**config.mk**
```make
export PLATFORM = sky130hd
export DESIGN_NAME = chf_homing
export DESIGN_NICKNAME = d
export VERILOG_FILES = /design/src/chf_pkg.sv /design/src/chf_fifo.sv /design/src/chf_homing.sv
export SDC_FILE = /design/constraint.sdc
export NUM_CORES = 1
export LEC_CHECK = 0
export BUFFER_PORTS_ARGS = -buffer_cell sky130_fd_sc_hd__buf_2
export CAP_MARGIN = 20
export CORE_AREA = 2 2 285 287
export CTS_CLUSTER_DIAMETER = 150
export DETAILED_ROUTE_END_ITERATION = 16
export DIE_AREA = 0 0 287 289
export PLACE_DENSITY = 0.58
export SETUP_SLACK_MARGIN = 0.15
export SYNTH_ARGS = -nofsm -noshare
export SYNTH_HDL_FRONTEND = slang
export SYNTH_SLANG_ARGS = --single-unit
```
**constraint.sdc**
```tcl
create_clock -name core_clk -period 2.6 [get_ports core_clk]
set_input_delay 0.26 -clock core_clk [delete_from_list [all_inputs] [get_ports core_clk]]
set_output_delay 0.26 -clock core_clk [all_outputs]
set_load 0.01 [all_outputs]
```
**src/chf_pkg.sv**
```systemverilog
package chf_pkg;

    localparam int FRAME_SAMPLES = 160;
    localparam int SAMPLE_BITS = 13;
    localparam int WORD_BITS = 16;
    localparam logic [15:0] ENC_HOME_WORD = 16'h0008;
    localparam int NUM_MODES = 8;
    localparam int PARAM_BITS = 244;
    localparam int EARLY_BITS = 81;
    localparam int FIFO_DEPTH = 32;

    typedef logic [2:0] chf_mode_t;

    typedef struct packed {
        logic [15:0] word;
        logic        first;
    } chf_pcm_t;

    typedef struct packed {
        logic [PARAM_BITS-1:0] bits;
        chf_mode_t             mode;
    } chf_par_t;

endpackage

```
**src/chf_fifo.sv**
```systemverilog
`timescale 1ns/1ps
module chf_fifo #(
    parameter int WIDTH = 17,
    parameter int DEPTH = 32
) (
    // clock and reset
    input wire logic core_clk,
    input wire logic sys_rst,
    // fill side
    input wire logic in_valid,
    output logic in_ready,
    input wire logic [WIDTH-1:0] in_data,
    // drain side
    output logic out_valid,
    input wire logic out_ready,
    output logic [WIDTH-1:0] out_data
);
    localparam int AW = $clog2(DEPTH);
    logic [WIDTH-1:0] mem [DEPTH];
    logic [AW-1:0] wr_ptr;
    logic [AW-1:0] rd_ptr;
    logic [AW:0] count;
    logic push;
    logic pop;

    assign in_ready = (count != (AW+1)'(DEPTH));
    assign out_valid = (count != '0);
    assign push = in_valid && in_ready;
    assign pop = out_valid && out_ready;
    assign out_data = mem[rd_ptr];

    always_ff @(posedge core_clk) begin
        if (push) begin
            mem[wr_ptr] <= in_data;
        end
    end

    always_ff @(posedge core_clk) begin
        if (sys_rst) begin
            wr_ptr <= '0;
            rd_ptr <= '0;
            count <= '0;
        end else begin
            if (push) begin
                wr_ptr <= (wr_ptr == AW'(DEPTH-1)) ? '0 : wr_ptr + 1'b1;
            end
            if (pop) begin
                rd_ptr <= (rd_ptr == AW'(DEPTH-1)) ? '0 : rd_ptr + 1'b1;
            end
            count <= count + (AW+1)'(push) - (AW+1)'(pop);
        end
    end
endmodule // chf_fifo

```
**src/chf_homing.sv**
```systemverilog
// Functional notes
// home input is 160 equal 13-bit samples
// left-justified 16-bit words compare to 0008 hex
// one encoder pattern for all modes
// eight decoder patterns, pick current mode
// pattern must match encoder frame boundaries
// homing frame first processed and emitted normally
// encoder sub-modules reset after that frame
// N encoder homes give N-1 decoder homes
// decoder homes only on current mode pattern
// from home state, output encoder pattern
// decoder sub-modules reset after that frame
// home state allows early partial compare
// test source first frame must differ early
// N decoder homes give N-1 encoder homes
// controller sets mode at reset time
// any reset loads every initial state
// flag shows frame began in home state
`timescale 1ns/1ps
module chf_homing
    import chf_pkg::*;
#(
    parameter int FRAME_LEN = FRAME_SAMPLES,
    parameter int DEPTH = FIFO_DEPTH,
    parameter logic [NUM_MODES*PARAM_BITS-1:0] DEC_HOME_TABLE = '0
) (
    // clock and reset
    input wire logic core_clk,
    input wire logic sys_rst,
    // codec mode, sampled on the first clock after reset release
    input wire chf_mode_t mode_in,
    // pcm samples into the encoder
    input wire logic pcm_valid,
    output logic pcm_ready,
    input wire chf_pcm_t pcm_in,
    // samples towards encoder core
    output logic enc_valid,
    input wire logic enc_ready,
    output chf_pcm_t enc_out,
    // encoder core frame done
    input wire logic enc_frame_done,
    output logic enc_home_reset,
    output logic enc_in_home,
    output logic enc_home_seen,
    // decoder parameter frames
    input wire logic par_valid,
    input wire chf_par_t par_in,
    input wire logic dec_frame_done,
    output logic dec_home_reset,
    output logic dec_in_home,
    output logic dec_match,
    output logic dec_early_match,
    output logic dec_substitute,
    output logic [15:0] dec_sub_word,
    // current mode
    output chf_mode_t mode
);

    ////////////////////////////////////////////////////////////////////////////
    // mode register
    logic rst_seen;

    always_ff @(posedge core_clk) begin
        if (sys_rst) begin
            rst_seen <= 1'b1;
        end else begin
            rst_seen <= 1'b0;
        end
    end

    // caught just after release so the async-free reset never loads a port
    always_ff @(posedge core_clk) begin
        if (sys_rst) begin
            mode <= '0;
        end else if (rst_seen) begin
            mode <= mode_in;
        end
    end

    ////////////////////////////////////////////////////////////////////////////
    // input buffer; the encoder core can stall it
    logic fifo_in_valid;
    logic fifo_in_ready;
    chf_pcm_t fifo_out;

    assign fifo_in_valid = pcm_valid;
    assign pcm_ready = fifo_in_ready;

    chf_fifo #(
        .WIDTH($bits(chf_pcm_t)),
        .DEPTH(DEPTH)
    ) u_fifo (
        .core_clk(core_clk),
        .sys_rst(sys_rst),
        .in_valid(fifo_in_valid),
        .in_ready(fifo_in_ready),
        .in_data(pcm_in),
        .out_valid(enc_valid),
        .out_ready(enc_ready),
        .out_data(fifo_out)
    );
    assign enc_out = fifo_out;

    ////////////////////////////////////////////////////////////////////////////
    // encoder homing detection
    localparam int CW = $clog2(FRAME_LEN + 1);
    logic [CW-1:0] samp_cnt;
    logic all_home;
    logic enc_take;
    logic word_home;
    logic home_pending;

    assign enc_take = enc_valid && enc_ready;
    // 13-bit lsb set and left-justified in 16 bits gives one fixed word
    assign word_home = (enc_out.word == ENC_HOME_WORD);

    always_ff @(posedge core_clk) begin
        if (sys_rst) begin
            samp_cnt <= '0;
            // cleared so an unmarked first frame after reset can never home
            all_home <= 1'b0;
            enc_home_seen <= 1'b0;
        end else begin
            enc_home_seen <= 1'b0;
            if (enc_take) begin
                // first marks the core's own segmentation start
                if (enc_out.first || samp_cnt == CW'(FRAME_LEN)) begin
                    samp_cnt <= CW'(1);
                    all_home <= word_home && enc_out.first;
                end else begin
                    samp_cnt <= samp_cnt + 1'b1;
                    all_home <= all_home && word_home;
                end
                if (samp_cnt == CW'(FRAME_LEN - 1) && !enc_out.first) begin
                    enc_home_seen <= all_home && word_home;
                end
            end
        end
    end

    // core finishes the frame normally before the home reset fires
    always_ff @(posedge core_clk) begin
        if (sys_rst) begin
            home_pending <= 1'b0;
        end else if (enc_home_seen) begin
            home_pending <= 1'b1;
        end else if (enc_frame_done) begin
            home_pending <= 1'b0;
        end
    end

    assign enc_home_reset = enc_frame_done && home_pending;

    always_ff @(posedge core_clk) begin
        if (sys_rst) begin
            enc_in_home <= 1'b1;
        end else if (enc_home_reset) begin
            enc_in_home <= 1'b1;
        end else if (enc_frame_done) begin
            enc_in_home <= 1'b0;
        end
    end

    ////////////////////////////////////////////////////////////////////////////
    // decoder homing detection
    logic [PARAM_BITS-1:0] sel_pat;
    logic full_eq;
    logic early_eq;
    logic dec_pending;

    assign sel_pat = DEC_HOME_TABLE[mode*PARAM_BITS +: PARAM_BITS];
    assign full_eq = (par_in.bits == sel_pat) && (par_in.mode == mode);
    // leading bits hold lp and first-subframe fields; test data differs there
    assign early_eq = (par_in.bits[PARAM_BITS-1 -: EARLY_BITS]
                       == sel_pat[PARAM_BITS-1 -: EARLY_BITS])
                      && (par_in.mode == mode);

    always_ff @(posedge core_clk) begin
        if (sys_rst) begin
            dec_match <= 1'b0;
            dec_early_match <= 1'b0;
        end else begin
            dec_match <= par_valid && full_eq;
            dec_early_match <= par_valid && early_eq && dec_in_home;
        end
    end

    always_ff @(posedge core_clk) begin
        if (sys_rst) begin
            dec_pending <= 1'b0;
            dec_substitute <= 1'b0;
        end else if (par_valid) begin
            dec_pending <= full_eq;
            dec_substitute <= full_eq && dec_in_home;
        end else if (dec_frame_done) begin
            dec_pending <= 1'b0;
            dec_substitute <= 1'b0;
        end
    end

    assign dec_home_reset = dec_frame_done && dec_pending;
    assign dec_sub_word = ENC_HOME_WORD;

    always_ff @(posedge core_clk) begin
        if (sys_rst) begin
            dec_in_home <= 1'b1;
        end else if (dec_home_reset) begin
            dec_in_home <= 1'b1;
        end else if (dec_frame_done) begin
            dec_in_home <= 1'b0;
        end
    end
endmodule // chf_homing

```
Yosys cells after proc, flatten, opt, wreduce, memory -nomap -nowiden. Memories as Yosys holds them, arrays and structs flattened. A register that Yosys moved wholly into a read port is not among the register bits. Cells that the tools add are included.

Add/subtract/negate cells: 5. Multipliers: 1. Equal/unequal tests: 9. Shift operators: 1. Mux-type cells: 14. Bitwise gates (word level): 2. Reduce and logical (&&, ||, !) cells: 21.

Operators by type and width (count): $shiftx 1952x12->244 const A (1); $eq 244x244->1 (1); $eq 81x81->1 (1); $mux 5 (4); $eq 16x4->1 const B (1); $eq 8x8->1 const B (2); $logic_and 1x1->1 (13); $add 5x1->5 const B (2); $eq 5x5->1 const B (2); $mul 3x6->9 const B (1); $mux 1 (9); $add 8x1->8 const B (1); $mux 8 (1); $add 6x1->6 (1); $ne 6x6->1 const B (1); $reduce_bool 6->1 (1); $sub 6x1->6 (1); $reduce_bool 2->1 (2); $reduce_or 2->1 (2); $eq 3x3->1 (1); $reduce_or 3->1 (1); $not 1->1 (2); $logic_not 1->1 (1); $logic_or 1x1->1 (1).

Flip-flop bits (word level): 37. Bits in writable memories: 544. Output and inout port bits: 46. Memories kept: 1.

Memory list: u_fifo.mem (depth 32, width 17, read ports 1, clocked after memory_dff 1, write ports 1, line chf_fifo.sv:19) `logic [WIDTH-1:0] mem [DEPTH];`.

Depth between registers and ports, before layout. Gate-level depths: netlist of run 1.

Depth in word-level cells: 6. Depth in mapped cells: 18. Mapped depth without buffers: 17.

Cells and area by module. Synthesis of run 1 repeated with hierarchy kept, for this count alone.

Cell total of the unflattened synthesis: 1332. Area, all modules: 23477.5 um^2.

By module, submodules not included: chf_fifo (times used 1, cells each 1131, area each 21927.3 um^2); chf_homing (times used 1, cells each 201, area each 1550.2 um^2).

Worst setup path after synthesis of run 1. No wires, ideal clock.

Kind: reg-to-reg. Start: register u_fifo.count[2]. End: register u_fifo.count[4]. Library setup time: 0.128 ns. Arrival: 2.518 ns. Required time: 2.472 ns. Path slack: -0.046 ns. Stages on the path, launching flop included: 19. Path buffers: 1. Period minus slack after synthesis: 2.646 ns. Cells stage by stage: dfxtp_1 > inv_1 > ha_1 > and3_1 > nand2_1 > nand2_1 > inv_1 > clkbuf_1 > ha_1 > inv_1 > ha_1 > inv_1 > fa_1 > inv_1 > a21oi_1 > nor2_1 > nor2_1 > xor2_1 > nor2_1.

Elaborated cells between the ends (all ways): 6. Classes of those cells: add/sub: 2; eq/ne: 1; reduce/logical: 3.

RTL lines: from (decl) (line chf_fifo.sv:22) `logic [AW:0] count;`; from (signal assigned) (line chf_fifo.sv:50) `count <= count + (AW+1)'(push) - (AW+1)'(pop);`; $reduce_bool 6->1 (line chf_fifo.sv:27) `assign out_valid = (count != '0);`; via enc_valid (line chf_homing.sv:37) `output logic enc_valid,`; $logic_and 1x1->1 (line chf_fifo.sv:29) `assign pop = out_valid && out_ready;`; $sub 6x1->6 (line chf_fifo.sv:50).

The timed path passes the listed nets, and every way through them passes these cells. A chain may end at the register's enable or synchronous reset.

==> flow_summary.ini, run 1 <==
[place]
globalplace.congestion = 0.923
dp_cells = 2922
detailedPlace.worstSlack_ns = -0.700
detailedPlacementHpwl_mm = 45.2
port-buffer-count = 303
detailed_place.area_um2 = 28100

[setup_path]
cp-end-kind = primary output
timing.critical_path.from_type = flip-flop
worstSetupPathType = flip-flop to primary output
critPathMaxFanout = 5
cp.arrival_ns = 2.82
cp.required_ns = 2.34

[drt]
met1_length_mm = 30.4
routedWlPerCell_um = 22.6
route.detailed.drc = 0
count_of_tritonroute_iterations_in_the_first_routing_pass = 5
wl_met2_mm = 34.0
drt-total-wl_mm = 70.4
route.met3.wl_mm = 3.91
route.top_layer_used = met5
ant_nets = 0
avgViaCountPerCell = 4.89
num_vias = 15200
detail_route.iter0.violations = 1094

[global_routing]
antenna_violations_before_repair = 3
maximum_number_of_pins_on_one_net_before_global_route_repair = 33
grt.total_usage_pct = 16.4
grt_first_pass_wirelength_mm = 100
number_of_global_route_vias_before_repair = 15400
grt_remaining_overflow = 0

[finish]
nNetsFinal = 2303
total_area_of_multi_input_combinational_cells_um2 = 6660
final_core_utilization_pct = 40.0
finished_cell_area_um2 = 32000
layout-drive-gt1-share_pct = 38.5
area_of_all_sequential_standard_cells_um2 = 17200
number_of_fill_cells = 7290
finish.cell_count_without_fillers = 3117
flow.area_growth_from_synthesis_pct = 34.3

[sta]
final-max-slew-violation-count = 0
finalSetupViolations = 27
timing.final.hold_violations = 0
min_period_over_period_pct = 119
timing.final.crit_period_ns = 3.08
grt_setup_unrepaired = true
timing.setup.tns_ns = -7.13
worst_slew_margin_rel_pct = 59.8
finalClockSkew_ns = 0.0564
final_critical_path_setup_slack_ns = -0.484
maxClockFrequency_mhz = 324
tightestPinTransition_ns = 0.597

[yosys]
asyncSetResetFlopFracSynth_pct = 0
netlist.top_cell.by_area = sky130_fd_sc_hd__edfxtp_1
post_synth.cell_area_avg_um2 = 16.2
synth.cells.most_frequent = 544 x sky130_fd_sc_hd__edfxtp_1, 245 x sky130_fd_sc_hd__mux2i_1, 78 x sky130_fd_sc_hd__a22oi_1
library_cell_with_the_highest_instance_count_after_synthesis = sky130_fd_sc_hd__edfxtp_1
synth.area.top_cells = sky130_fd_sc_hd__edfxtp_1 69%, sky130_fd_sc_hd__mux2i_1 10%, sky130_fd_sc_hd__dfxtp_1 3.5%
synth_enable_flop_cells = 544
yosysWarnings = 0
ys_dominant_reg_cell = sky130_fd_sc_hd__edfxtp_1
mappedNetlistArea_um2 = 23800
netlist.area_leader.share_pct = 68.6
ys_types = 50
ys_ff_latch = 586
yosysSeqAreaShare_pct = 72.2
post_synth_inst_count = 1468

[power]
ir_worst_vdd_v = 0.000534
p_leak_nw = 11.0
switching_power_mw = 6.42
pwrdens_nw_per_um2 = 765
power_frac_clock_pct = 33.0
combinational_group_share_of_total_power_pct = 23.9
share_seq_of_total_power_pct = 43.1
power.switching_fraction_pct = 26.2
internal_power_mw = 18.1

[floorplanning]
io_pins = 320
dieArea_um2 = 82900
placeableCoreArea_um2 = 79900
num_rows = 104
floorplan.initialDensity_pct = 29.8
fp.dieW_um = 287
fp.dieH_um = 289

[cts]
worst_setup_hold_path_clk_slew_ns = 0.07
cts_inserted_buffers = 57
htreeDepth = 2
clk_path_buf_depth = 3
cts_tree = built
clock-root-buffer = sky130_fd_sc_hd__clkbuf_16
clock_insertion_delay_worst_skew_ns = 0.63
clock-sinks = 586

[min_path]
hold_class = input port to flip-flop

[outcome]
outcome = finished with violations
violated_checks = negative setup slack

[run]
timing.max_cap.violations = 0
-- power by group through the flow --
stage	sequential, mW	clock (mW)	combinational (mW)
after floorplan	10.7	0	2.27
after global placement	10.8	0	4.07
after detailed placement	10.8	0	4.13
after CTS	10.6	8.26	5.24
after global routing	10.6	8.62	6.18
final	10.6	8.06	5.85
-- worst paths after layout --
| check | from | to | slack [ns] | cells after the start |
|---|---|---|---|---|
| worst min register to register | dec_pending$_SDFFE_PP0P_ | dec_pending$_SDFFE_PP0P_ | 0.46 | 1 |
| worst min-delay path | par_in[141] | dec_match$_SDFF_PP0_ | 0.07 | 5 |
| worst max-delay path | flip-flop | enc_out[0] | -0.48 | 10 |
| worst max register to register | flip-flop | all_home$_SDFFE_PP0N_ | -0.46 | 16 |
-- metrics by stage --
stage	total power, mW	hold WS (ns)
floorplan	13.0	0.288
global placement	14.8	0.430
detailed placement	14.9	0.449
CTS	24.0	0.0307
global route	25.4	0.0685
finish	24.5	0.0695
-- logic make-up (layout without fill, tap and decap cells) --
logic type | count (synthesis) | in the layout | synth area share, %
multiplexers | 270 | 270 | 12.0
adder cells (fa/ha/maj) | 19 | 19 | 1.03
AND/OR/NAND/NOR | 250 | 250 | 5.43
AO/OA/AOI/OAI | 220 | 220 | 6.31
flip-flops | 586 | 586 | 72.2
XOR/XNOR | 13 | 13 | 0.478
buffers and inverters | 108 | 682 | 2.61
other | 2 | 17 | 0.0315
-- per-layer routing --
layer,vias to the layer above,track usage (%)
li1,6909,-
met1,7729,22.0
met2,503,27.2
met3,97,2.65
met4,2,5.39
met5,-,0
-- critical path, cell delays in order (launching register included) --
cell	delay (ns)
sky130_fd_sc_hd__dfxtp_4	0.38
sky130_fd_sc_hd__buf_6	0.13
sky130_fd_sc_hd__buf_12	0.13
sky130_fd_sc_hd__buf_12	0.13
sky130_fd_sc_hd__buf_12	0.11
sky130_fd_sc_hd__mux4_2	0.33
sky130_fd_sc_hd__mux4_2	0.50
sky130_fd_sc_hd__mux2i_2	0.20
sky130_fd_sc_hd__buf_4	0.16
sky130_fd_sc_hd__inv_4	0.04
sky130_fd_sc_hd__buf_6	0.11
-- layout make-up --
class | count | share of cell area [%]
multi-input combinational | 788 | 20.8
inverter | 19 | 0.235
clock buffer | 67 | 4.71
tap | 1060 | 4.15
clock inverter | 38 | 1.03
sequential | 586 | 53.7
timing repair buffer | 558 | 15.3
antenna | 1 | 0.00783
-- cells in the final DEF, fill, tap and decap left out, types with 17 or more instances in the layout --
cell type,count
sky130_fd_sc_hd__a22oi_1,67
sky130_fd_sc_hd__buf_12,58
sky130_fd_sc_hd__dfxtp_1,37
sky130_fd_sc_hd__a21oi_1,39
sky130_fd_sc_hd__buf_2,286
sky130_fd_sc_hd__nand4_1,17
sky130_fd_sc_hd__buf_6,71
sky130_fd_sc_hd__nand2_1,56
sky130_fd_sc_hd__clkinv_1,19
sky130_fd_sc_hd__mux2i_1,231
sky130_fd_sc_hd__buf_4,108
sky130_fd_sc_hd__edfxtp_1,544
sky130_fd_sc_hd__nor4_1,63
sky130_fd_sc_hd__nor2_2,36
sky130_fd_sc_hd__clkbuf_16,60
sky130_fd_sc_hd__nor2_1,19
sky130_fd_sc_hd__a22o_1,17
-- timing repair --
action                     in CTS  in global routing
hold buffers                    5                  0
setup endpoints to repair      29                 29
gates cloned                   10                  2
hold endpoints to repair        8                  0
resized for setup             158                102
setup buffers                  41                 31
pin swaps                      58                 55
-- flip-flops by register name, indices dropped and copies added (netlist names), 3 cells and up, named ones only --
signal and count:
u_fifo.wr_ptr 5, mode 3, u_fifo.mem 544, u_fifo.rd_ptr 5, samp_cnt 8, u_fifo.count 6
No activity file was read; power rests on OpenSTA's default activity.
==> run 2: changes to the inputs <==
Settings changed: ABC_AREA from default to 1, BUFFER_PORTS_ARGS -buffer_cell sky130_fd_sc_hd__buf_2 to -buffer_cell sky130_fd_sc_hd__clkbuf_2, CORE_AREA 2 2 285 287 to 2 2 290 292, DIE_AREA 0 0 287 289 to 0 0 292 294, PLACE_DENSITY 0.58 to 0.57.
==> run 2 against run 1 <==
  * The run still ends with negative setup slack left
  * First-iteration DRC count up 53%
  * Non-clock buffer count shrank 41
  * Sequential share of layout area decreased by 0.68 points
  * Clock power is 2% higher
  * Cell count up 24%
  * Critical path type unchanged
==> flow_summary.ini, run 2 <==
[sta]
timing.final.hold_violations = 0
worst_slew_margin_rel_pct = 48.9
maxClockFrequency_mhz = 372
min_period_over_period_pct = 103
finalSetupViolations = 7
finalClockSkew_ns = 0.0590
tightestPinTransition_ns = 0.766
timing.setup.tns_ns = -0.292
grt_setup_unrepaired = true
final-max-slew-violation-count = 0
timing.final.crit_period_ns = 2.69
final_critical_path_setup_slack_ns = -0.0894

[yosys]
synth_enable_flop_cells = 544
asyncSetResetFlopFracSynth_pct = 0
synth.cells.most_frequent = 802 x sky130_fd_sc_hd__nand2_1, 544 x sky130_fd_sc_hd__edfxtp_1, 429 x sky130_fd_sc_hd__nand3_1
synth.area.top_cells = sky130_fd_sc_hd__edfxtp_1 66%, sky130_fd_sc_hd__nand2_1 12%, sky130_fd_sc_hd__nand3_1 8.7%
ys_dominant_reg_cell = sky130_fd_sc_hd__edfxtp_1
yosysSeqAreaShare_pct = 69.5
library_cell_with_the_highest_instance_count_after_synthesis = sky130_fd_sc_hd__nand2_1
netlist.area_leader.share_pct = 66.1
post_synth.cell_area_avg_um2 = 10.9
yosysWarnings = 0
ys_ff_latch = 586
mappedNetlistArea_um2 = 24700
post_synth_inst_count = 2264
ys_types = 35
netlist.top_cell.by_area = sky130_fd_sc_hd__edfxtp_1

[cts]
clock-sinks = 586
clk_path_buf_depth = 3
cts_inserted_buffers = 58
cts_tree = built
clock-root-buffer = sky130_fd_sc_hd__clkbuf_16
worst_setup_hold_path_clk_slew_ns = 0.06
clock_insertion_delay_worst_skew_ns = 0.67
htreeDepth = 2

[drt]
count_of_tritonroute_iterations_in_the_first_routing_pass = 6
avgViaCountPerCell = 4.85
detail_route.iter0.violations = 1671
drt-total-wl_mm = 78.9
routedWlPerCell_um = 20.5
num_vias = 18700
ant_nets = 0
route.detailed.drc = 0

[setup_path]
slowest_stage = sky130_fd_sc_hd__dfxtp_4
critPathMaxFanout = 8
cp-end-kind = primary output
critPathMostFrequentCell = sky130_fd_sc_hd__nand2_1
critical_path.max_stage_delay_ns = 0.37
timing.critical_path.cells = buf_12, buf_16, buf_12, buf_16, nand2_1, nand3_1, nand3_2, nand2_1, nand2_1, nand2_1, nand2_2, nand2_4, buf_6, buf_6
worstSetupPathType = flip-flop to primary output
timing.critical_path.from_type = flip-flop
cp.required_ns = 2.34
cp.arrival_ns = 2.43

[global_routing]
grt.met3_usage_pct = 3.40
number_of_global_route_vias_before_repair = 17500
grt_remaining_overflow = 0
grt_first_pass_wirelength_mm = 113
antenna_violations_before_repair = 2
grt-busiest-layer = met2
maximum_number_of_pins_on_one_net_before_global_route_repair = 54
grt.total_usage_pct = 17.6
met2_usage_pct = 28.1
use_met1_pct = 24.4

[finish]
finished_cell_area_um2 = 32400
layout_commonest_cell = sky130_fd_sc_hd__nand2_1
layout-drive-gt1-share_pct = 27.5
registers.top_by_ff_count = u_fifo.mem
final_core_utilization_pct = 39.1
reg_top3 = u_fifo.mem: 544 flops, samp_cnt: 8 flops, u_fifo.count: 6 flops
number_of_fill_cells = 7850
nNetsFinal = 3017
top_library_cells_by_usage_in_the_layout_fill_and_taps_aside = 729 x sky130_fd_sc_hd__nand2_1, 544 x sky130_fd_sc_hd__edfxtp_1, 380 x sky130_fd_sc_hd__nand3_1
finish.cell_count_without_fillers = 3852
largest_register_ffs = 544
flow.area_growth_from_synthesis_pct = 31.2

[min_path]
hold_class = input port to flip-flop

[floorplanning]
fp.dieW_um = 292
fp.dieH_um = 294
num_rows = 106
io_pins = 320
floorplan.initialDensity_pct = 29.8
placeableCoreArea_um2 = 82900
dieArea_um2 = 85800

[place]
detailed_place.area_um2 = 28600
dp_cells = 3661
port-buffer-count = 303
globalplace.congestion = 0.862
detailedPlacementHpwl_mm = 47.7

[outcome]
violated_checks = negative setup slack
outcome = finished with violations

[power]
pwrdens_nw_per_um2 = 823
ir_worst_vdd_v = 0.000708
p_leak_nw = 12.5

[run]
timing.max_cap.violations = 0
## run 2: cell count changes in the layout (fill, tap and decap cells not counted), moves of 47 or more
| cell | before | now |
|---|---|---|
| sky130_fd_sc_hd__a22oi_1 | 67 | 0 |
| sky130_fd_sc_hd__buf_2 | 286 | 0 |
| sky130_fd_sc_hd__buf_6 | 71 | 20 |
| sky130_fd_sc_hd__clkbuf_2 | 0 | 288 |
| sky130_fd_sc_hd__mux2i_1 | 231 | 0 |
| sky130_fd_sc_hd__nand2_1 | 56 | 729 |
| sky130_fd_sc_hd__nand2_2 | 1 | 63 |
| sky130_fd_sc_hd__nand3_1 | 8 | 380 |
| sky130_fd_sc_hd__nand3_2 | 2 | 49 |
| sky130_fd_sc_hd__nor2_1 | 19 | 72 |
## run 2: report_power, final
group,leakage (nW),internal [mW],switching [mW],total [mW]
clock network,0.873,4.52,3.68,8.20
logic,6.40,3.35,4.49,7.84
registers,5.25,10.5,0.101,10.6
## run 2: what timing repair did
| action | 4_1_cts | 5_1_grt |
|---|---|---|
| pin swaps | 45 | 56 |
| cloned | 20 | 4 |
| resized for setup | 129 | 108 |
| hold buffers | 16 | 0 |
| setup buffers | 38 | 5 |
| endpoints found under the hold margin | 12 | 0 |
| setup endpoints to repair | 18 | 52 |
## run 2: logic make-up (layout without fill, tap and decap cells)
family,after synthesis,in the layout,synth area share [%]
compound gates,31,31,0.669
xor+xnor,9,9,0.319
fa+ha+maj,19,19,0.993
buf+inv,181,673,3.49
flops,586,586,69.5
other cells,2,18,0.0304
simple gates,1436,1436,25.0
## run 2: routing by layer
metal  vias to the layer above  routed length, um
met5                         -                 11
met4                         2               2190
met3                       114               5310
met2                       641              36900
met1                      9098              34500
li1                       8808                  -
## run 2: worst max-delay path, delay by kind of cell, from the launching register on
family / cells / cell delay (ns)
DFF: 1 / 0.37
and+or+nand+nor: 8 / 0.62
buffers and inverters: 6 / 0.82
## run 2: final cells by class
cell class	instances	area, um2	area share [%]
Clock inverter	36	340	1.05
Sequential cell	586	17200	53.1
Antenna cell	2	5.00	0.0154
Clock buffer	70	1500	4.62
Timing Repair inverter	3	41.3	0.127
Multi-Input combinational cell	1511	7310	22.6
Tap cell	1080	1350	4.17
Inverter	47	196	0.606
Timing Repair Buffer	517	4470	13.8
## run 2: path summary, 6_finish.rpt
path / from / to / slack, ns / cells after the start
max: flip-flop / enc_out[1] / -0.09 / 14
min: enc_ready / samp_cnt[1]$_SDFFE_PP0N_ / 0.09 / 4
max reg2reg: flip-flop / enc_home_seen$_SDFF_PP0_ / 0.11 / 21
min reg2reg: enc_in_home$_SDFFE_PP1P_ / enc_in_home$_SDFFE_PP1P_ / 0.46 / 2
## run 2: through the flow
step	power [mW]	setup WS, ns	hold slack [ns]
2_1_floorplan	14.1	0.158	0.288
3_3_place_gp	16.6	0.138	0.442
3_5_place_dp	16.6	0.166	0.449
4_1_cts	26.3	-0.0716	0.0615
5_1_grt	27.8	-0.175	0.0992
6_report	26.7	-0.0894	0.0872
==> run 3: changes to the inputs <==
Settings changed: ABC_AREA 1 to default, CORE_AREA 2 2 290 292 to 2 2 285 287, DIE_AREA 0 0 292 294 to 0 0 287 289, PLACE_DENSITY 0.57 to 0.58.
==> run 3 against run 2 <==
  * The flow still finishes with violations (negative setup slack)
  * Non-clock buffer count increased by 18
  * Count of clock-buffer cells in the layout decreased by 3
  * Hold slack got worse by 0.013 ns
  * Clock power increased by 3.3%
  * Combinational power decreased by 33%
  * Worst setup slack got worse by 0.29 ns
  * Critical path type unchanged
  * Critical endpoint is now enc_out[0]
  * Largest cell class unchanged
==> flow_summary.ini, run 3 (synthesis gave the netlist of run 1 again) <==
[outcome]
outcome = finished with violations
violated_checks = negative setup slack

[floorplanning]
placeableCoreArea_um2 = 79900
dieArea_um2 = 82900
floorplan.initialDensity_pct = 29.8
io_pins = 320
fp.dieH_um = 289
num_rows = 104
fp.dieW_um = 287

[drt]
route.met3.wl_mm = 3.99
ant_nets = 0
count_of_tritonroute_iterations_in_the_first_routing_pass = 5
num_vias = 15200
route.top_layer_used = met4
wl_met2_mm = 34.1
avgViaCountPerCell = 4.92
routedWlPerCell_um = 22.4
route.detailed.drc = 0
drt-total-wl_mm = 69.3
met1_length_mm = 29.9
detail_route.iter0.violations = 1244

[finish]
flow.area_growth_from_synthesis_pct = 32.1
nNetsFinal = 2280
antenna_cells = 0
registers.top_by_ff_count = u_fifo.mem
layout-drive-gt1-share_pct = 37.3
top_library_cells_by_usage_in_the_layout_fill_and_taps_aside = 544 x sky130_fd_sc_hd__edfxtp_1, 296 x sky130_fd_sc_hd__clkbuf_2, 229 x sky130_fd_sc_hd__mux2i_1
layout_commonest_cell = sky130_fd_sc_hd__edfxtp_1
largest_register_ffs = 544
reg_top3 = u_fifo.mem: 544 flops, samp_cnt: 8 flops, u_fifo.count: 6 flops

[global_routing]
grt_first_pass_wirelength_mm = 98.5
maximum_number_of_pins_on_one_net_before_global_route_repair = 33
number_of_global_route_vias_before_repair = 15100
antenna_violations_before_repair = 0
grt_remaining_overflow = 0
grt.total_usage_pct = 16.1

[cts]
worst_setup_hold_path_clk_slew_ns = 0.07
clk_path_buf_depth = 3
clock-sinks = 586
cts_inserted_buffers = 57
clock-root-buffer = sky130_fd_sc_hd__clkbuf_16
htreeDepth = 2
clock_insertion_delay_worst_skew_ns = 0.65
cts_tree = built

[sta]
timing.final.crit_period_ns = 2.98
tightestPinTransition_ns = 0.700
timing.final.hold_violations = 0
worst_slew_margin_rel_pct = 53.4
finalClockSkew_ns = 0.0557
finalSetupViolations = 19
grt_setup_unrepaired = true
final-max-slew-violation-count = 0
min_period_over_period_pct = 115
timing.setup.tns_ns = -5.50
fin_hold_ws_ns = 0.0738
final_critical_path_setup_slack_ns = -0.382
maxClockFrequency_mhz = 335

[place]
detailedPlacementHpwl_mm = 45.3
globalplace.congestion = 0.912
port-buffer-count = 303

[power]
p_leak_nw = 10.8
ir_worst_vdd_v = 0.000564
pwrdens_nw_per_um2 = 772

[setup_path]
cp.arrival_ns = 2.72
worstSetupPathType = flip-flop to primary output
critPathMaxFanout = 5
timing.critical_path.from_type = flip-flop
cp-end-kind = primary output
cp.required_ns = 2.34

[min_path]
hold_class = input port to flip-flop

[run]
timing.max_cap.violations = 0
-- run 3: area by class of cell --
cell class / count / area, um2
fill: 7286 / 48400
sequential: 586 / 17200
multi-input combinational: 788 / 6550
timing repair buffer: 535 / 4380
clock buffer: 67 / 1520
tap: 1060 / 1330
clock inverter: 39 / 415
inverter: 19 / 76.3
-- run 3: power by group --
part	total [mW]	leakage [nW]	switching [mW]	internal, mW
Combinational	5.26	4.65	2.62	2.64
Sequential	10.6	5.24	0.0913	10.5
Clock	8.47	0.935	3.59	4.88
-- run 3: critical path, stage by stage (launching register included) --
cell and delay, ns:
sky130_fd_sc_hd__dfxtp_4 0.39, sky130_fd_sc_hd__buf_12 0.15, sky130_fd_sc_hd__buf_12 0.12, sky130_fd_sc_hd__buf_8 0.11, sky130_fd_sc_hd__mux4_2 0.34, sky130_fd_sc_hd__mux4_2 0.49
sky130_fd_sc_hd__mux2i_1 0.16, sky130_fd_sc_hd__buf_4 0.16, sky130_fd_sc_hd__inv_4 0.04, sky130_fd_sc_hd__buf_6 0.11
-- run 3: final timing paths --
kind | cells after the start | startpoint | slack, ns | to
worst max-delay path | 9 | flip-flop | -0.38 | enc_out[0]
worst min-delay path | 5 | par_in[141] | 0.07 | dec_match$_SDFF_PP0_
worst max register to register | 12 | flip-flop | -0.27 | all_home$_SDFFE_PP0N_
worst min register to register | 1 | dec_pending$_SDFFE_PP0P_ | 0.44 | dec_pending$_SDFFE_PP0P_
-- run 3: repair_timing --
action | in CTS | in global routing
setup buffers | 29 | 17
resized for setup | 72 | 99
gates cloned | 4 | 3
endpoints found under the setup margin | 29 | 29
hold endpoints to repair | 6 | 0
pin swaps | 23 | 37
hold buffers | 5 | 0
-- run 3: per-stage QoR --
stage	instances	power [mW]	worst slack [ns]	instance area [um2]	util, %
after floorplan	1482	13.0	0.164	23900	-
after global placement	2930	14.9	-0.625	28200	35.3
after detailed placement	2930	15.0	-0.601	28200	35.3
after CTS	3074	24.0	-0.446	30900	38.6
after global routing	3094	25.2	-0.448	31400	39.4
final	3094	24.3	-0.382	31400	39.4
-- run 3: routing by layer --
layer	global-route usage, %	vias up
li1	-	6867
met1	21.7	7754
met2	27.1	507
met3	2.28	87
met4	4.53	0
met5	0	-
